[src/sacc_defs.svh]
// register offsets, field positions, reset values and timing counts
`ifndef SACC_DEFS_SVH
`define SACC_DEFS_SVH

// register byte offsets
`define SACC_CTRL_OFS     6'h00
`define SACC_CHAN_OFS     6'h04
`define SACC_DIFF_OFS     6'h08
`define SACC_GAIN_OFS     6'h0C
`define SACC_RES_LO_OFS   6'h10
`define SACC_RES_HI_OFS   6'h14
`define SACC_WIN_LO_OFS   6'h18
`define SACC_WIN_HI_OFS   6'h1C
`define SACC_IRQ_ST_OFS   6'h20
`define SACC_IRQ_MASK_OFS 6'h24
`define SACC_STATUS_OFS   6'h28

// control field positions
`define SACC_CTRL_EN      0
`define SACC_CTRL_LEFT    1
`define SACC_CTRL_TRIG    2
`define SACC_CTRL_SWSTART 4
`define SACC_CTRL_RSTEN   5

// interrupt status and mask bits
`define SACC_IRQ_DONE     0
`define SACC_IRQ_WIN      1

// status bits
`define SACC_ST_BUSY      0
`define SACC_ST_EN        1

// reset values and limits
`define SACC_CHAN_RST     4'h0
`define SACC_GAIN_RST     3'h1
`define SACC_GAIN_MAX     3'h5
`define SACC_TEMP_CHAN    4'h8
`define SACC_WIN_LO_RST   16'h0000
`define SACC_WIN_HI_RST   16'hFFFF
`define SACC_RES_W        12

// timing: one conversion slot at full throughput
`define SACC_CONV_TIME_NS 10000
`define SACC_CLK_MHZ      200
`define SACC_CONV_CYC     ((`SACC_CONV_TIME_NS * `SACC_CLK_MHZ + 999) / 1000)
`define SACC_TRACK_SLOTS  4

`endif

[src/sacc_pkg.sv]
// types shared by the conversion control block
`default_nettype none
package sacc_pkg;
    typedef enum logic [1:0] {TRIG_SW, TRIG_T2, TRIG_T3, TRIG_PIN} sacc_trig_t;
    typedef enum logic [1:0] {SAR_IDLE, SAR_TRACK, SAR_BITS} sacc_sar_state_t;

    typedef struct packed {
        logic        read;
        logic        write;
        logic [5:0]  address;
        logic [3:0]  byteenable;
        logic [31:0] writedata;
    } sacc_avs_req_t;

    typedef struct packed {
        logic        pwr_en;
        logic        diff;
        logic [3:0]  pos_sel;
        logic [2:0]  neg_sel;
        logic [2:0]  gain;
        logic        track;
        logic [15:0] trial;
    } sacc_afe_t;

    typedef struct packed {
        logic [2:0] ff;
        logic       level;
        logic       rise;
    } sacc_sync_st_t;

    typedef struct packed {
        sacc_sar_state_t state;
        logic [11:0]     cnt;
        logic [3:0]      bitn;
        logic [15:0]     sar;
        logic            done;
    } sacc_sar_st_t;

    typedef struct packed {
        logic        en;
        logic        left;
        sacc_trig_t  trig;
        logic        rst_en;
        logic [3:0]  chan;
        logic [3:0]  diff;
        logic [2:0]  gain;
        logic [15:0] win_lo;
        logic [15:0] win_hi;
        logic [15:0] raw;
        logic [15:0] res_word;
        logic [1:0]  irq_st;
        logic [1:0]  irq_mask;
        logic        rd_ack;
        logic [31:0] rdata;
        sacc_afe_t   afe;
    } sacc_regs_t;
endpackage : sacc_pkg
`default_nettype wire

[src/sacc_sync.sv]
// three-stage synchroniser with agreement filter and rise pulse
`default_nettype none
module sacc_sync (
    // clock and reset
    input  wire logic core_clk,
    input  wire logic reset,
    // asynchronous input
    input  wire logic async_in,
    // synchronised outputs
    output logic      level,
    output logic      rise
);
    import sacc_pkg::*;

    sacc_sync_st_t st_q;
    sacc_sync_st_t st_d;

    // shift chain; level follows once stages two and three agree
    always_comb begin
        st_d      = st_q;
        st_d.ff   = {st_q.ff[1:0], async_in};
        st_d.rise = 1'b0;
        if (st_q.ff[1] == st_q.ff[2] && st_q.ff[2] != st_q.level) begin
            st_d.level = st_q.ff[2];
            st_d.rise  = st_q.ff[2];
        end
    end

    // state register
    always_ff @(posedge core_clk) begin
        if (reset) begin
            st_q <= '0;
        end else begin
            st_q <= st_d;
        end
    end

    assign level = st_q.level;
    assign rise  = st_q.rise;
endmodule : sacc_sync
`default_nettype wire

[src/sacc_sar.sv]
// successive-approximation sequencer: track phase then one slot per bit
`default_nettype none
`include "sacc_defs.svh"
module sacc_sar #(
    parameter int RES_W    = `SACC_RES_W,
    parameter int CONV_CYC = `SACC_CONV_CYC
) (
    // clock and reset
    input  wire logic  core_clk,
    input  wire logic  reset,
    // control
    input  wire logic  start,
    input  wire logic  abort,
    input  wire logic  cmp,
    // status and result
    output logic       busy,
    output logic       done,
    output logic [15:0] result,
    output logic       track,
    output logic [15:0] trial
);
    import sacc_pkg::*;

    localparam int BIT_CYC   = CONV_CYC / (RES_W + `SACC_TRACK_SLOTS);
    localparam int TRACK_CYC = BIT_CYC * `SACC_TRACK_SLOTS;
    localparam int TOTAL_CYC = TRACK_CYC + RES_W * BIT_CYC;

    sacc_sar_st_t st_q;
    sacc_sar_st_t st_d;
    logic [15:0]  cur_bit;

    assign cur_bit = 16'h0001 << st_q.bitn;

    // sequencer; runs regardless of any core halt
    always_comb begin
        st_d      = st_q;
        st_d.done = 1'b0;
        case (st_q.state)
            SAR_IDLE: begin
                if (start && !abort) begin
                    st_d.state = SAR_TRACK;
                    st_d.cnt   = 12'(TRACK_CYC - 1);
                    st_d.sar   = 16'h0000;
                end
            end
            SAR_TRACK: begin // new starts ignored here
                st_d.cnt = st_q.cnt - 12'h001;
                if (st_q.cnt == 12'h000) begin
                    st_d.state = SAR_BITS;
                    st_d.cnt   = 12'(BIT_CYC - 1);
                    st_d.bitn  = 4'(RES_W - 1);
                end
            end
            SAR_BITS: begin
                st_d.cnt = st_q.cnt - 12'h001;
                if (st_q.cnt == 12'h000) begin
                    if (cmp) begin
                        st_d.sar = st_q.sar | cur_bit;
                    end
                    st_d.cnt  = 12'(BIT_CYC - 1);
                    st_d.bitn = st_q.bitn - 4'h1;
                    if (st_q.bitn == 4'h0) begin // ready for the next start at once
                        st_d.state = SAR_IDLE;
                        st_d.done  = 1'b1;
                    end
                end
            end
            default: begin
                st_d.state = SAR_IDLE;
            end
        endcase
        if (abort) begin // shutdown drops a conversion
            st_d.state = SAR_IDLE;
            st_d.done  = 1'b0;
        end
    end

    // state register
    always_ff @(posedge core_clk) begin
        if (reset) begin
            st_q <= '0;
        end else begin
            st_q <= st_d;
        end
    end

    assign busy   = st_q.state != SAR_IDLE;
    assign done   = st_q.done;
    assign result = st_q.sar;
    assign track  = st_q.state == SAR_TRACK;
    assign trial  = (st_q.state == SAR_BITS) ? (st_q.sar | cur_bit) : 16'h0000;

    // busy-cycle counter for the length check
    logic [11:0] bcnt_q;
    always_ff @(posedge core_clk) begin
        if (reset) begin
            bcnt_q <= 12'h000;
        end else begin
            bcnt_q <= busy ? bcnt_q + 12'h001 : 12'h000;
        end
    end
endmodule : sacc_sar
`default_nettype wire

[src/sacc_top.sv]
// conversion control: register slave, triggers, result, window and interrupts
//
// Notes on behaviour
// - conversion starts on software, timer 2, timer 3 or pin edge, as selected.
// - completion sets a sticky, pollable status bit and requests an interrupt.
// - result latched into low and high byte registers in one update.
// - result placed right or left aligned per software setting.
// - window interrupt only when result lies between the two limits.
// - nine channels: eight external plus the temperature sensor.
// - each external pair selectable as two single-ended or one differential.
// - gain from 0.5 to 16 in powers of two, after the multiplexer.
// - shutdown powers the converter down; no conversions then.
// - back-to-back conversions up to 100 thousand samples per second.
// - converter keeps running while the core is halted or stepping.
// - convert-start pin can also request a system reset when enabled.
//
// The register addresses and the Avalon-MM register port were decided locally.
`default_nettype none
`include "sacc_defs.svh"
module sacc_top #(
    parameter int RES_W    = `SACC_RES_W,
    parameter int CONV_CYC = `SACC_CONV_CYC
) (
    // clock and reset
    input  wire logic                core_clk,
    input  wire logic                reset,
    // register bus
    input  wire sacc_pkg::sacc_avs_req_t avs_req,
    output logic [31:0]              avs_readdata,
    output logic                     avs_waitrequest,
    // conversion triggers
    input  wire logic                timer2_ovf,
    input  wire logic                timer3_ovf,
    input  wire logic                external_convert_start_pin,
    // analog front end
    input  wire logic                cmp_out,
    output sacc_pkg::sacc_afe_t      afe,
    // system
    output logic                     pin_reset_req,
    output logic                     irq
);
    import sacc_pkg::*;

    localparam int JUST_SH = 16 - RES_W;

    sacc_regs_t  st_q;
    sacc_regs_t  st_d;
    logic        pin_level;
    logic        pin_rise;
    logic        cmp_level;
    logic        conv_busy;
    logic        conv_done;
    logic [15:0] conv_res;
    logic        conv_track;
    logic [15:0] conv_trial;
    logic        trig_hit;
    logic        sw_start;
    logic [31:0] be_mask;
    logic [31:0] rd_val;
    logic [31:0] wr_val;
    logic        in_window;
    logic [1:0]  irq_set;
    logic [1:0]  irq_clr;

    // pin and comparator enter through synchronisers
    sacc_sync u_pin_sync (
        .core_clk (core_clk),
        .reset    (reset),
        .async_in (external_convert_start_pin),
        .level    (pin_level),
        .rise     (pin_rise)
    );

    sacc_sync u_cmp_sync (
        .core_clk (core_clk),
        .reset    (reset),
        .async_in (cmp_out),
        .level    (cmp_level),
        .rise     ()
    );

    // converter sequencer
    sacc_sar #(
        .RES_W    (RES_W),
        .CONV_CYC (CONV_CYC)
    ) u_sar (
        .core_clk (core_clk),
        .reset    (reset),
        .start    (st_q.en && trig_hit),
        .abort    (!st_q.en),
        .cmp      (cmp_level),
        .busy     (conv_busy),
        .done     (conv_done),
        .result   (conv_res),
        .track    (conv_track),
        .trial    (conv_trial)
    );

    // byte-lane mask for writes
    assign be_mask = {{8{avs_req.byteenable[3]}}, {8{avs_req.byteenable[2]}},
                      {8{avs_req.byteenable[1]}}, {8{avs_req.byteenable[0]}}};

    // register read multiplexer; unmapped reads as zero
    always_comb begin
        rd_val = 32'h0000_0000;
        case (avs_req.address)
            `SACC_CTRL_OFS: begin
                rd_val[`SACC_CTRL_EN]          = st_q.en;
                rd_val[`SACC_CTRL_LEFT]        = st_q.left;
                rd_val[`SACC_CTRL_TRIG +: 2]   = st_q.trig;
                rd_val[`SACC_CTRL_RSTEN]       = st_q.rst_en;
            end
            `SACC_CHAN_OFS:     rd_val[3:0]  = st_q.chan;
            `SACC_DIFF_OFS:     rd_val[3:0]  = st_q.diff;
            `SACC_GAIN_OFS:     rd_val[2:0]  = st_q.gain;
            `SACC_RES_LO_OFS:   rd_val[7:0]  = st_q.res_word[7:0];
            `SACC_RES_HI_OFS:   rd_val[7:0]  = st_q.res_word[15:8];
            `SACC_WIN_LO_OFS:   rd_val[15:0] = st_q.win_lo;
            `SACC_WIN_HI_OFS:   rd_val[15:0] = st_q.win_hi;
            `SACC_IRQ_ST_OFS:   rd_val[1:0]  = st_q.irq_st;
            `SACC_IRQ_MASK_OFS: rd_val[1:0]  = st_q.irq_mask;
            `SACC_STATUS_OFS: begin
                rd_val[`SACC_ST_BUSY] = conv_busy;
                rd_val[`SACC_ST_EN]   = st_q.en;
            end
            default: rd_val = 32'h0000_0000;
        endcase
    end

    // merged write value: untouched lanes keep their contents
    assign wr_val   = (rd_val & ~be_mask) | (avs_req.writedata & be_mask);
    assign sw_start = avs_req.write && avs_req.address == `SACC_CTRL_OFS
                      && avs_req.byteenable[0]
                      && avs_req.writedata[`SACC_CTRL_SWSTART];

    // trigger selection
    always_comb begin
        case (st_q.trig)
            TRIG_SW:  trig_hit = sw_start;
            TRIG_T2:  trig_hit = timer2_ovf;
            TRIG_T3:  trig_hit = timer3_ovf;
            TRIG_PIN: trig_hit = pin_rise;
            default:  trig_hit = 1'b0;
        endcase
    end

    // window test on the raw right-aligned value
    assign in_window = ({4'h0, conv_res[11:0]} & 16'hFFFF) >= st_q.win_lo
                       && ({4'h0, conv_res[11:0]}) <= st_q.win_hi;

    // sticky events and write-one-to-clear
    assign irq_set = {conv_done && in_window, conv_done};
    assign irq_clr = (avs_req.write && avs_req.address == `SACC_IRQ_ST_OFS)
                     ? wr_val[1:0] & avs_req.writedata[1:0] : 2'b00;

    // next-state logic
    always_comb begin
        st_d        = st_q;
        st_d.rd_ack = avs_req.read && !st_q.rd_ack;
        if (avs_req.read && !st_q.rd_ack) begin
            st_d.rdata = rd_val;
        end
        if (avs_req.write) begin
            case (avs_req.address)
                `SACC_CTRL_OFS: begin
                    st_d.en     = wr_val[`SACC_CTRL_EN];
                    st_d.left   = wr_val[`SACC_CTRL_LEFT];
                    st_d.trig   = sacc_trig_t'(wr_val[`SACC_CTRL_TRIG +: 2]);
                    st_d.rst_en = wr_val[`SACC_CTRL_RSTEN];
                end
                `SACC_CHAN_OFS: st_d.chan = wr_val[3:0];
                `SACC_DIFF_OFS: st_d.diff = wr_val[3:0];
                `SACC_GAIN_OFS: begin // codes above x16 saturate
                    st_d.gain = (wr_val[2:0] > `SACC_GAIN_MAX) ? `SACC_GAIN_MAX
                                                                : wr_val[2:0];
                end
                `SACC_WIN_LO_OFS:   st_d.win_lo   = wr_val[15:0];
                `SACC_WIN_HI_OFS:   st_d.win_hi   = wr_val[15:0];
                `SACC_IRQ_MASK_OFS: st_d.irq_mask = wr_val[1:0];
                default: begin
                end
            endcase
        end
        // set wins over clear
        st_d.irq_st = (st_q.irq_st & ~irq_clr) | irq_set;
        // both result bytes change together
        if (conv_done) begin
            st_d.raw      = conv_res;
            st_d.res_word = st_q.left ? conv_res << JUST_SH : conv_res;
        end
        // analog selection: channel 8 and above is the temperature sensor
        st_d.afe.pwr_en = st_d.en;
        st_d.afe.gain   = st_d.gain;
        st_d.afe.track  = conv_track;
        st_d.afe.trial  = conv_trial;
        if (st_d.chan >= `SACC_TEMP_CHAN) begin
            st_d.afe.pos_sel = `SACC_TEMP_CHAN;
            st_d.afe.neg_sel = 3'h0;
            st_d.afe.diff    = 1'b0;
        end else if (st_d.diff[st_d.chan[2:1]]) begin
            st_d.afe.pos_sel = {1'b0, st_d.chan[2:1], 1'b0};
            st_d.afe.neg_sel = {st_d.chan[2:1], 1'b1};
            st_d.afe.diff    = 1'b1;
        end else begin
            st_d.afe.pos_sel = st_d.chan;
            st_d.afe.neg_sel = 3'h0;
            st_d.afe.diff    = 1'b0;
        end
    end

    // state register
    always_ff @(posedge core_clk) begin
        if (reset) begin
            st_q          <= '0;
            st_q.trig     <= TRIG_SW;
            st_q.chan     <= `SACC_CHAN_RST;
            st_q.gain     <= `SACC_GAIN_RST;
            st_q.win_lo   <= `SACC_WIN_LO_RST;
            st_q.win_hi   <= `SACC_WIN_HI_RST;
            st_q.afe.gain <= `SACC_GAIN_RST;
        end else begin
            st_q <= st_d;
        end
    end

    // bus answers and outputs
    assign avs_readdata    = st_q.rdata;
    assign avs_waitrequest = avs_req.read && !st_q.rd_ack;
    assign afe             = st_q.afe;
    assign irq             = |(st_q.irq_st & st_q.irq_mask);
    assign pin_reset_req   = st_q.rst_en && pin_level;
endmodule : sacc_top
`default_nettype wire

[config.mk]
export PLATFORM = sky130hd
export DESIGN_NAME = sacc_top
export DESIGN_NICKNAME = d
export VERILOG_FILES = /design/src/sacc_pkg.sv /design/src/sacc_sync.sv /design/src/sacc_sar.sv /design/src/sacc_top.sv
export VERILOG_INCLUDE_DIRS = /design/src
export SDC_FILE = /design/constraint.sdc
export NUM_CORES = 1
export LEC_CHECK = 0
export BUFFER_PORTS_ARGS = -buffer_cell sky130_fd_sc_hd__buf_2
export CAP_MARGIN = 0
export CORE_MARGIN = 1.5
export CORE_UTILIZATION = 55
export DETAILED_ROUTE_END_ITERATION = 8
export GPL_ROUTABILITY_DRIVEN = 0
export HOLD_SLACK_MARGIN = 0.03
export PLACE_DENSITY = 0.79
export SLEW_MARGIN = 20
export SYNTH_ARGS = -nofsm -noshare
export SYNTH_HDL_FRONTEND = slang
export SYNTH_SLANG_ARGS = --single-unit
[constraint.sdc]
create_clock -name core_clk -period 3 [get_ports core_clk]
set_clock_uncertainty 0.2 [all_clocks]
set_input_delay 0.3 -clock core_clk [delete_from_list [all_inputs] [get_ports core_clk]]
set_output_delay 0.3 -clock core_clk [all_outputs]
set_load 0.03 [all_outputs]
==> out/results.txt <==
Mean routed wirelength per cell: 16.6 um. The most used flip-flop cell after synthesis was sky130_fd_sc_hd__dfxtp_1. Timing analysis after detailed placement gives a worst setup slack of 0.154 ns. The tools report the number of different library cells in the post-synthesis netlist as 68. The power per unit of standard cell area is 519 nW/um2. The tools report the final non-filler cell total as 1135. Max-capacitance violation count: 0. The setup violation total in the final timing report was 0; the clock transition at the register clock pins on the worst setup and hold paths after CTS was 0.06 ns.

The gate count of the mapped netlist was 920; the post-route worst hold slack was 0.0498 ns. The routed design has 18900 um of wire. The number of antenna diodes in the final layout is 0.

For the number of placed cells counting well taps, the log shows 1099. The most critical setup path has its startpoint at u_sar.st_q[33]$_SDFFE_PP0P_. The first global-routing pass estimated 30100 um of wire. The run gives 7930 um2 as the area of the mapped netlist. The startpoint identified for the worst register-to-register timing path is u_sar.st_q[33]$_SDFFE_PP0P_. The worst path in the final design needs a cycle of 2.58 ns, including I/O delays and setup. The relative slew slack was 0.564; the highest achievable clock rate was 0.387 GHz.

The share of cells above drive strength 1 is 0.170. The floorplan die area was 15200 um2; the violation count after the first detailed-routing iteration was 585. The clock drives 153 sinks. The routed via count divided by cell count was 5.77.

Slew at the pin closest to its max-slew limit: 0.652 ns. Once detailed placement completed, the half-perimeter wirelength came to 13200 um. The worst register-to-register path has a setup slack of 0.42 ns.

The cell sitting at the root of the clock tree is a sky130_fd_sc_hd__clkbuf_16. By startpoint and endpoint, the worst setup path is classified as reg2reg. The worst min-delay path endpoint is st_q[110]$_SDFFE_PP1P_.

The number of endpoints with negative hold slack in the final report was 0. The data arrival time at the worst-slack endpoint is 2.71 ns. The global-route usage over all layers was 0.258.

The logs give 5 for the number of optimization iterations in the first detailed-route pass and 0.417 ns for the smallest setup slack after layout. After detailed routing, the number of remaining DRC violations is 0. The synthesized design contains 0 enable-type register cells. No sink is reached through more buffers than the 2 on the longest clock path.

Number of global-route vias before repair: 5905. Starting density of the core: 0.567. The share of synthesized registers carrying an async set or reset was 0.

In the final timing run, aggregate negative setup slack is 0 ns. The post-route clock period utilization works out to 0.861. The initial antenna violation count is 0, and the part of the Yosys area used for sequential elements is 0.386.

The worst setup path is captured at a register. For the synthesis warning total, the log shows 0. The max-slew violation total from the final report was 0; the leftover overflow at the end of global routing was 0. The initialized floorplan defines 43 standard-cell rows.

Dividing the synthesized area by the synthesized cell count gives 8.62 um2. In this run the static leakage power is 0.00360 uW. In this run the most critical hold path is launched from avs_req[12].

The run finished with clean final reports. The floorplan step set the die width to 123 um. The TritonCTS buffer count is 17. The critical path required time is 3.13 ns. The tools report the startpoint type of the worst setup path as a register. The depth of the CTS H-tree was 4. In this run the worst hold path is classified as in2reg. The worst register-to-register path has a depth of 8. The quantity of I/O buffers inserted on ports came out at 79.

Setup repair after global routing left no endpoint under its margin. The run gives 0 as the number of gates resized after cts. The detail route stage leaves a number of antenna-violating nets equal to 0.

The total via count after detailed routing was 6554. Of all nets on the critical path, the largest fanout is 5. The insertion delay of the later-clocked pin in the worst-skew pair was 0.44 ns. The floorplan step defined a core boundary enclosing 14000 um2. The worst hold path passes through 4 cells. The endpoint of the lowest-slack register-to-register path was afe[23]$_SDFF_PP0_. IR analysis of the VDD net gives a maximum drop of 402 uV. The top-level port count was 114.

Measured along the y axis, the die boundary spans 123 um. The area growth from synthesis to layout is 10.3%. TritonCTS built the clock tree. In this run, synthesis produced a sequential element count of 153. In the final design database the tool counted 1027 nets. Pin count of the biggest net entering global routing: 90.
-- per-stage QoR --
| step | utilization | total power [uW] | area (um2) |
|---|---|---|---|
| floorplan | - | 2330 | 7990 |
| global placement | 0.579 | 2370 | 8090 |
| detailed placement | 0.579 | 2380 | 8090 |
| CTS | 0.625 | 4570 | 8750 |
| global route | 0.625 | 4680 | 8750 |
| finish | 0.625 | 4540 | 8750 |
-- state kept, by name, summed over array words and instances (netlist names) --
signal and count:
st_q 65, afe 28, u_sar.st_q 18, avs_readdata 16
u_sar.result 16, u_cmp_sync.st_d 2, u_pin_sync.st_d 2, u_cmp_sync.level 1
u_cmp_sync.st_q 1, u_pin_sync.level 1, u_pin_sync.rise 1, u_pin_sync.st_q 1
u_sar.done 1
-- critical path, stage by stage (launching register included) --
cell                        delay, ns
sky130_fd_sc_hd__dfxtp_1         0.35
sky130_fd_sc_hd__inv_1           0.09
sky130_fd_sc_hd__ha_1            0.34
sky130_fd_sc_hd__nor3_1          0.12
sky130_fd_sc_hd__a2111oi_2       0.39
sky130_fd_sc_hd__a41oi_2         0.22
sky130_fd_sc_hd__a221oi_1        0.41
sky130_fd_sc_hd__nor3_1          0.11
sky130_fd_sc_hd__a2111oi_2       0.27
-- synth_stat cells, drive strengths merged (17+ instances only) --
master	number	area share
a211o	19	0.021
a211oi	20	0.019
a21oi	58	0.038
buf	85	0.074
clkbuf	35	0.017
dfxtp	153	0.39
ha	35	0.055
inv	39	0.018
mux2i	50	0.063
nand2	48	0.023
nor2	138	0.066
nor2b	17	0.013
nor3	42	0.026
o21ai	18	0.011
-- routing by layer --
layer | global-route usage | wire, um | vias to the layer above
met5 | 0 | 0 | -
met1 | 0.361 | 8590 | 3050
met2 | 0.383 | 8290 | 276
met4 | 0.0934 | 351 | 0
li1 | - | - | 3191
met3 | 0.0701 | 1630 | 37
-- cell usage in the layout, fill, tap and decap left out, types with 4 or more instances in the layout --
master	n
sky130_fd_sc_hd__dfxtp_1	153
sky130_fd_sc_hd__nor2_1	137
sky130_fd_sc_hd__buf_2	78
sky130_fd_sc_hd__a21oi_1	57
sky130_fd_sc_hd__mux2i_1	50
sky130_fd_sc_hd__nand2_1	48
sky130_fd_sc_hd__nor3_1	42
sky130_fd_sc_hd__inv_1	39
sky130_fd_sc_hd__ha_1	35
sky130_fd_sc_hd__buf_4	25
sky130_fd_sc_hd__a211oi_1	20
sky130_fd_sc_hd__a211o_1	19
sky130_fd_sc_hd__o21ai_0	18
sky130_fd_sc_hd__nor2b_1	17
sky130_fd_sc_hd__clkbuf_16	17
sky130_fd_sc_hd__conb_1	16
sky130_fd_sc_hd__a31oi_1	15
sky130_fd_sc_hd__nand2b_1	13
sky130_fd_sc_hd__nand3_1	12
sky130_fd_sc_hd__a22o_1	11
sky130_fd_sc_hd__nand3b_1	9
sky130_fd_sc_hd__and3_1	7
sky130_fd_sc_hd__and2_1	6
sky130_fd_sc_hd__nand4_1	6
sky130_fd_sc_hd__o211ai_1	6
sky130_fd_sc_hd__clkinv_4	6
sky130_fd_sc_hd__mux2_2	5
sky130_fd_sc_hd__a22oi_1	5
sky130_fd_sc_hd__mux4_2	4
sky130_fd_sc_hd__o21a_1	4
sky130_fd_sc_hd__dlygate4sd3_1	4
-- kinds of logic (layout without fill, tap and decap cells) --
| kind of cell | count (synthesis) | in the layout | share of synthesized area |
|---|---|---|---|
| simple gates | 326 | 326 | 0.201 |
| xor+xnor | 3 | 3 | 0.00331 |
| other cells | 1 | 16 | 0.000473 |
| flops | 153 | 153 | 0.386 |
| fa+ha+maj | 35 | 35 | 0.0552 |
| compound gates | 181 | 181 | 0.159 |
| mux | 61 | 61 | 0.0849 |
| buf+inv | 160 | 180 | 0.110 |
-- repair_timing --
action	CTS	global route
buffers inserted	0	0
hold buffers	4	0
hold endpoints to repair	4	0
-- power by group --
part	switching (uW)	internal [uW]	leakage (uW)
Combinational	191	90.2	0.00207
Clock	868	1330	0.000292
Sequential	9.43	2050	0.00124
-- cell type report --
cell class	count	area [um2]
tap	180	225
multi-input combinational	622	4060
fill	1182	5240
inverter	40	150
sequential	153	3060
clock buffer	18	439
timing repair buffer	108	638
clock inverter	14	175
-- how the worst max path moves through the flow --
stage | endpoint | slack (ns) | cells past startpoint
6_report | afe[23]$_SDFF_PP0_ | 0.42 | 8
5_1_grt | u_sar.result[8]$_SDFFE_PP0P_ | 0.20 | 10
4_1_cts | afe[23]$_SDFF_PP0_ | 0.42 | 8
3_5_place_dp | afe[27]$_SDFF_PP0_ | 0.15 | 7
3_3_place_gp | afe[27]$_SDFF_PP0_ | 0.20 | 7
2_1_floorplan | afe[23]$_SDFF_PP0_ | 0.50 | 8
(Power assumes the default switching activity.)
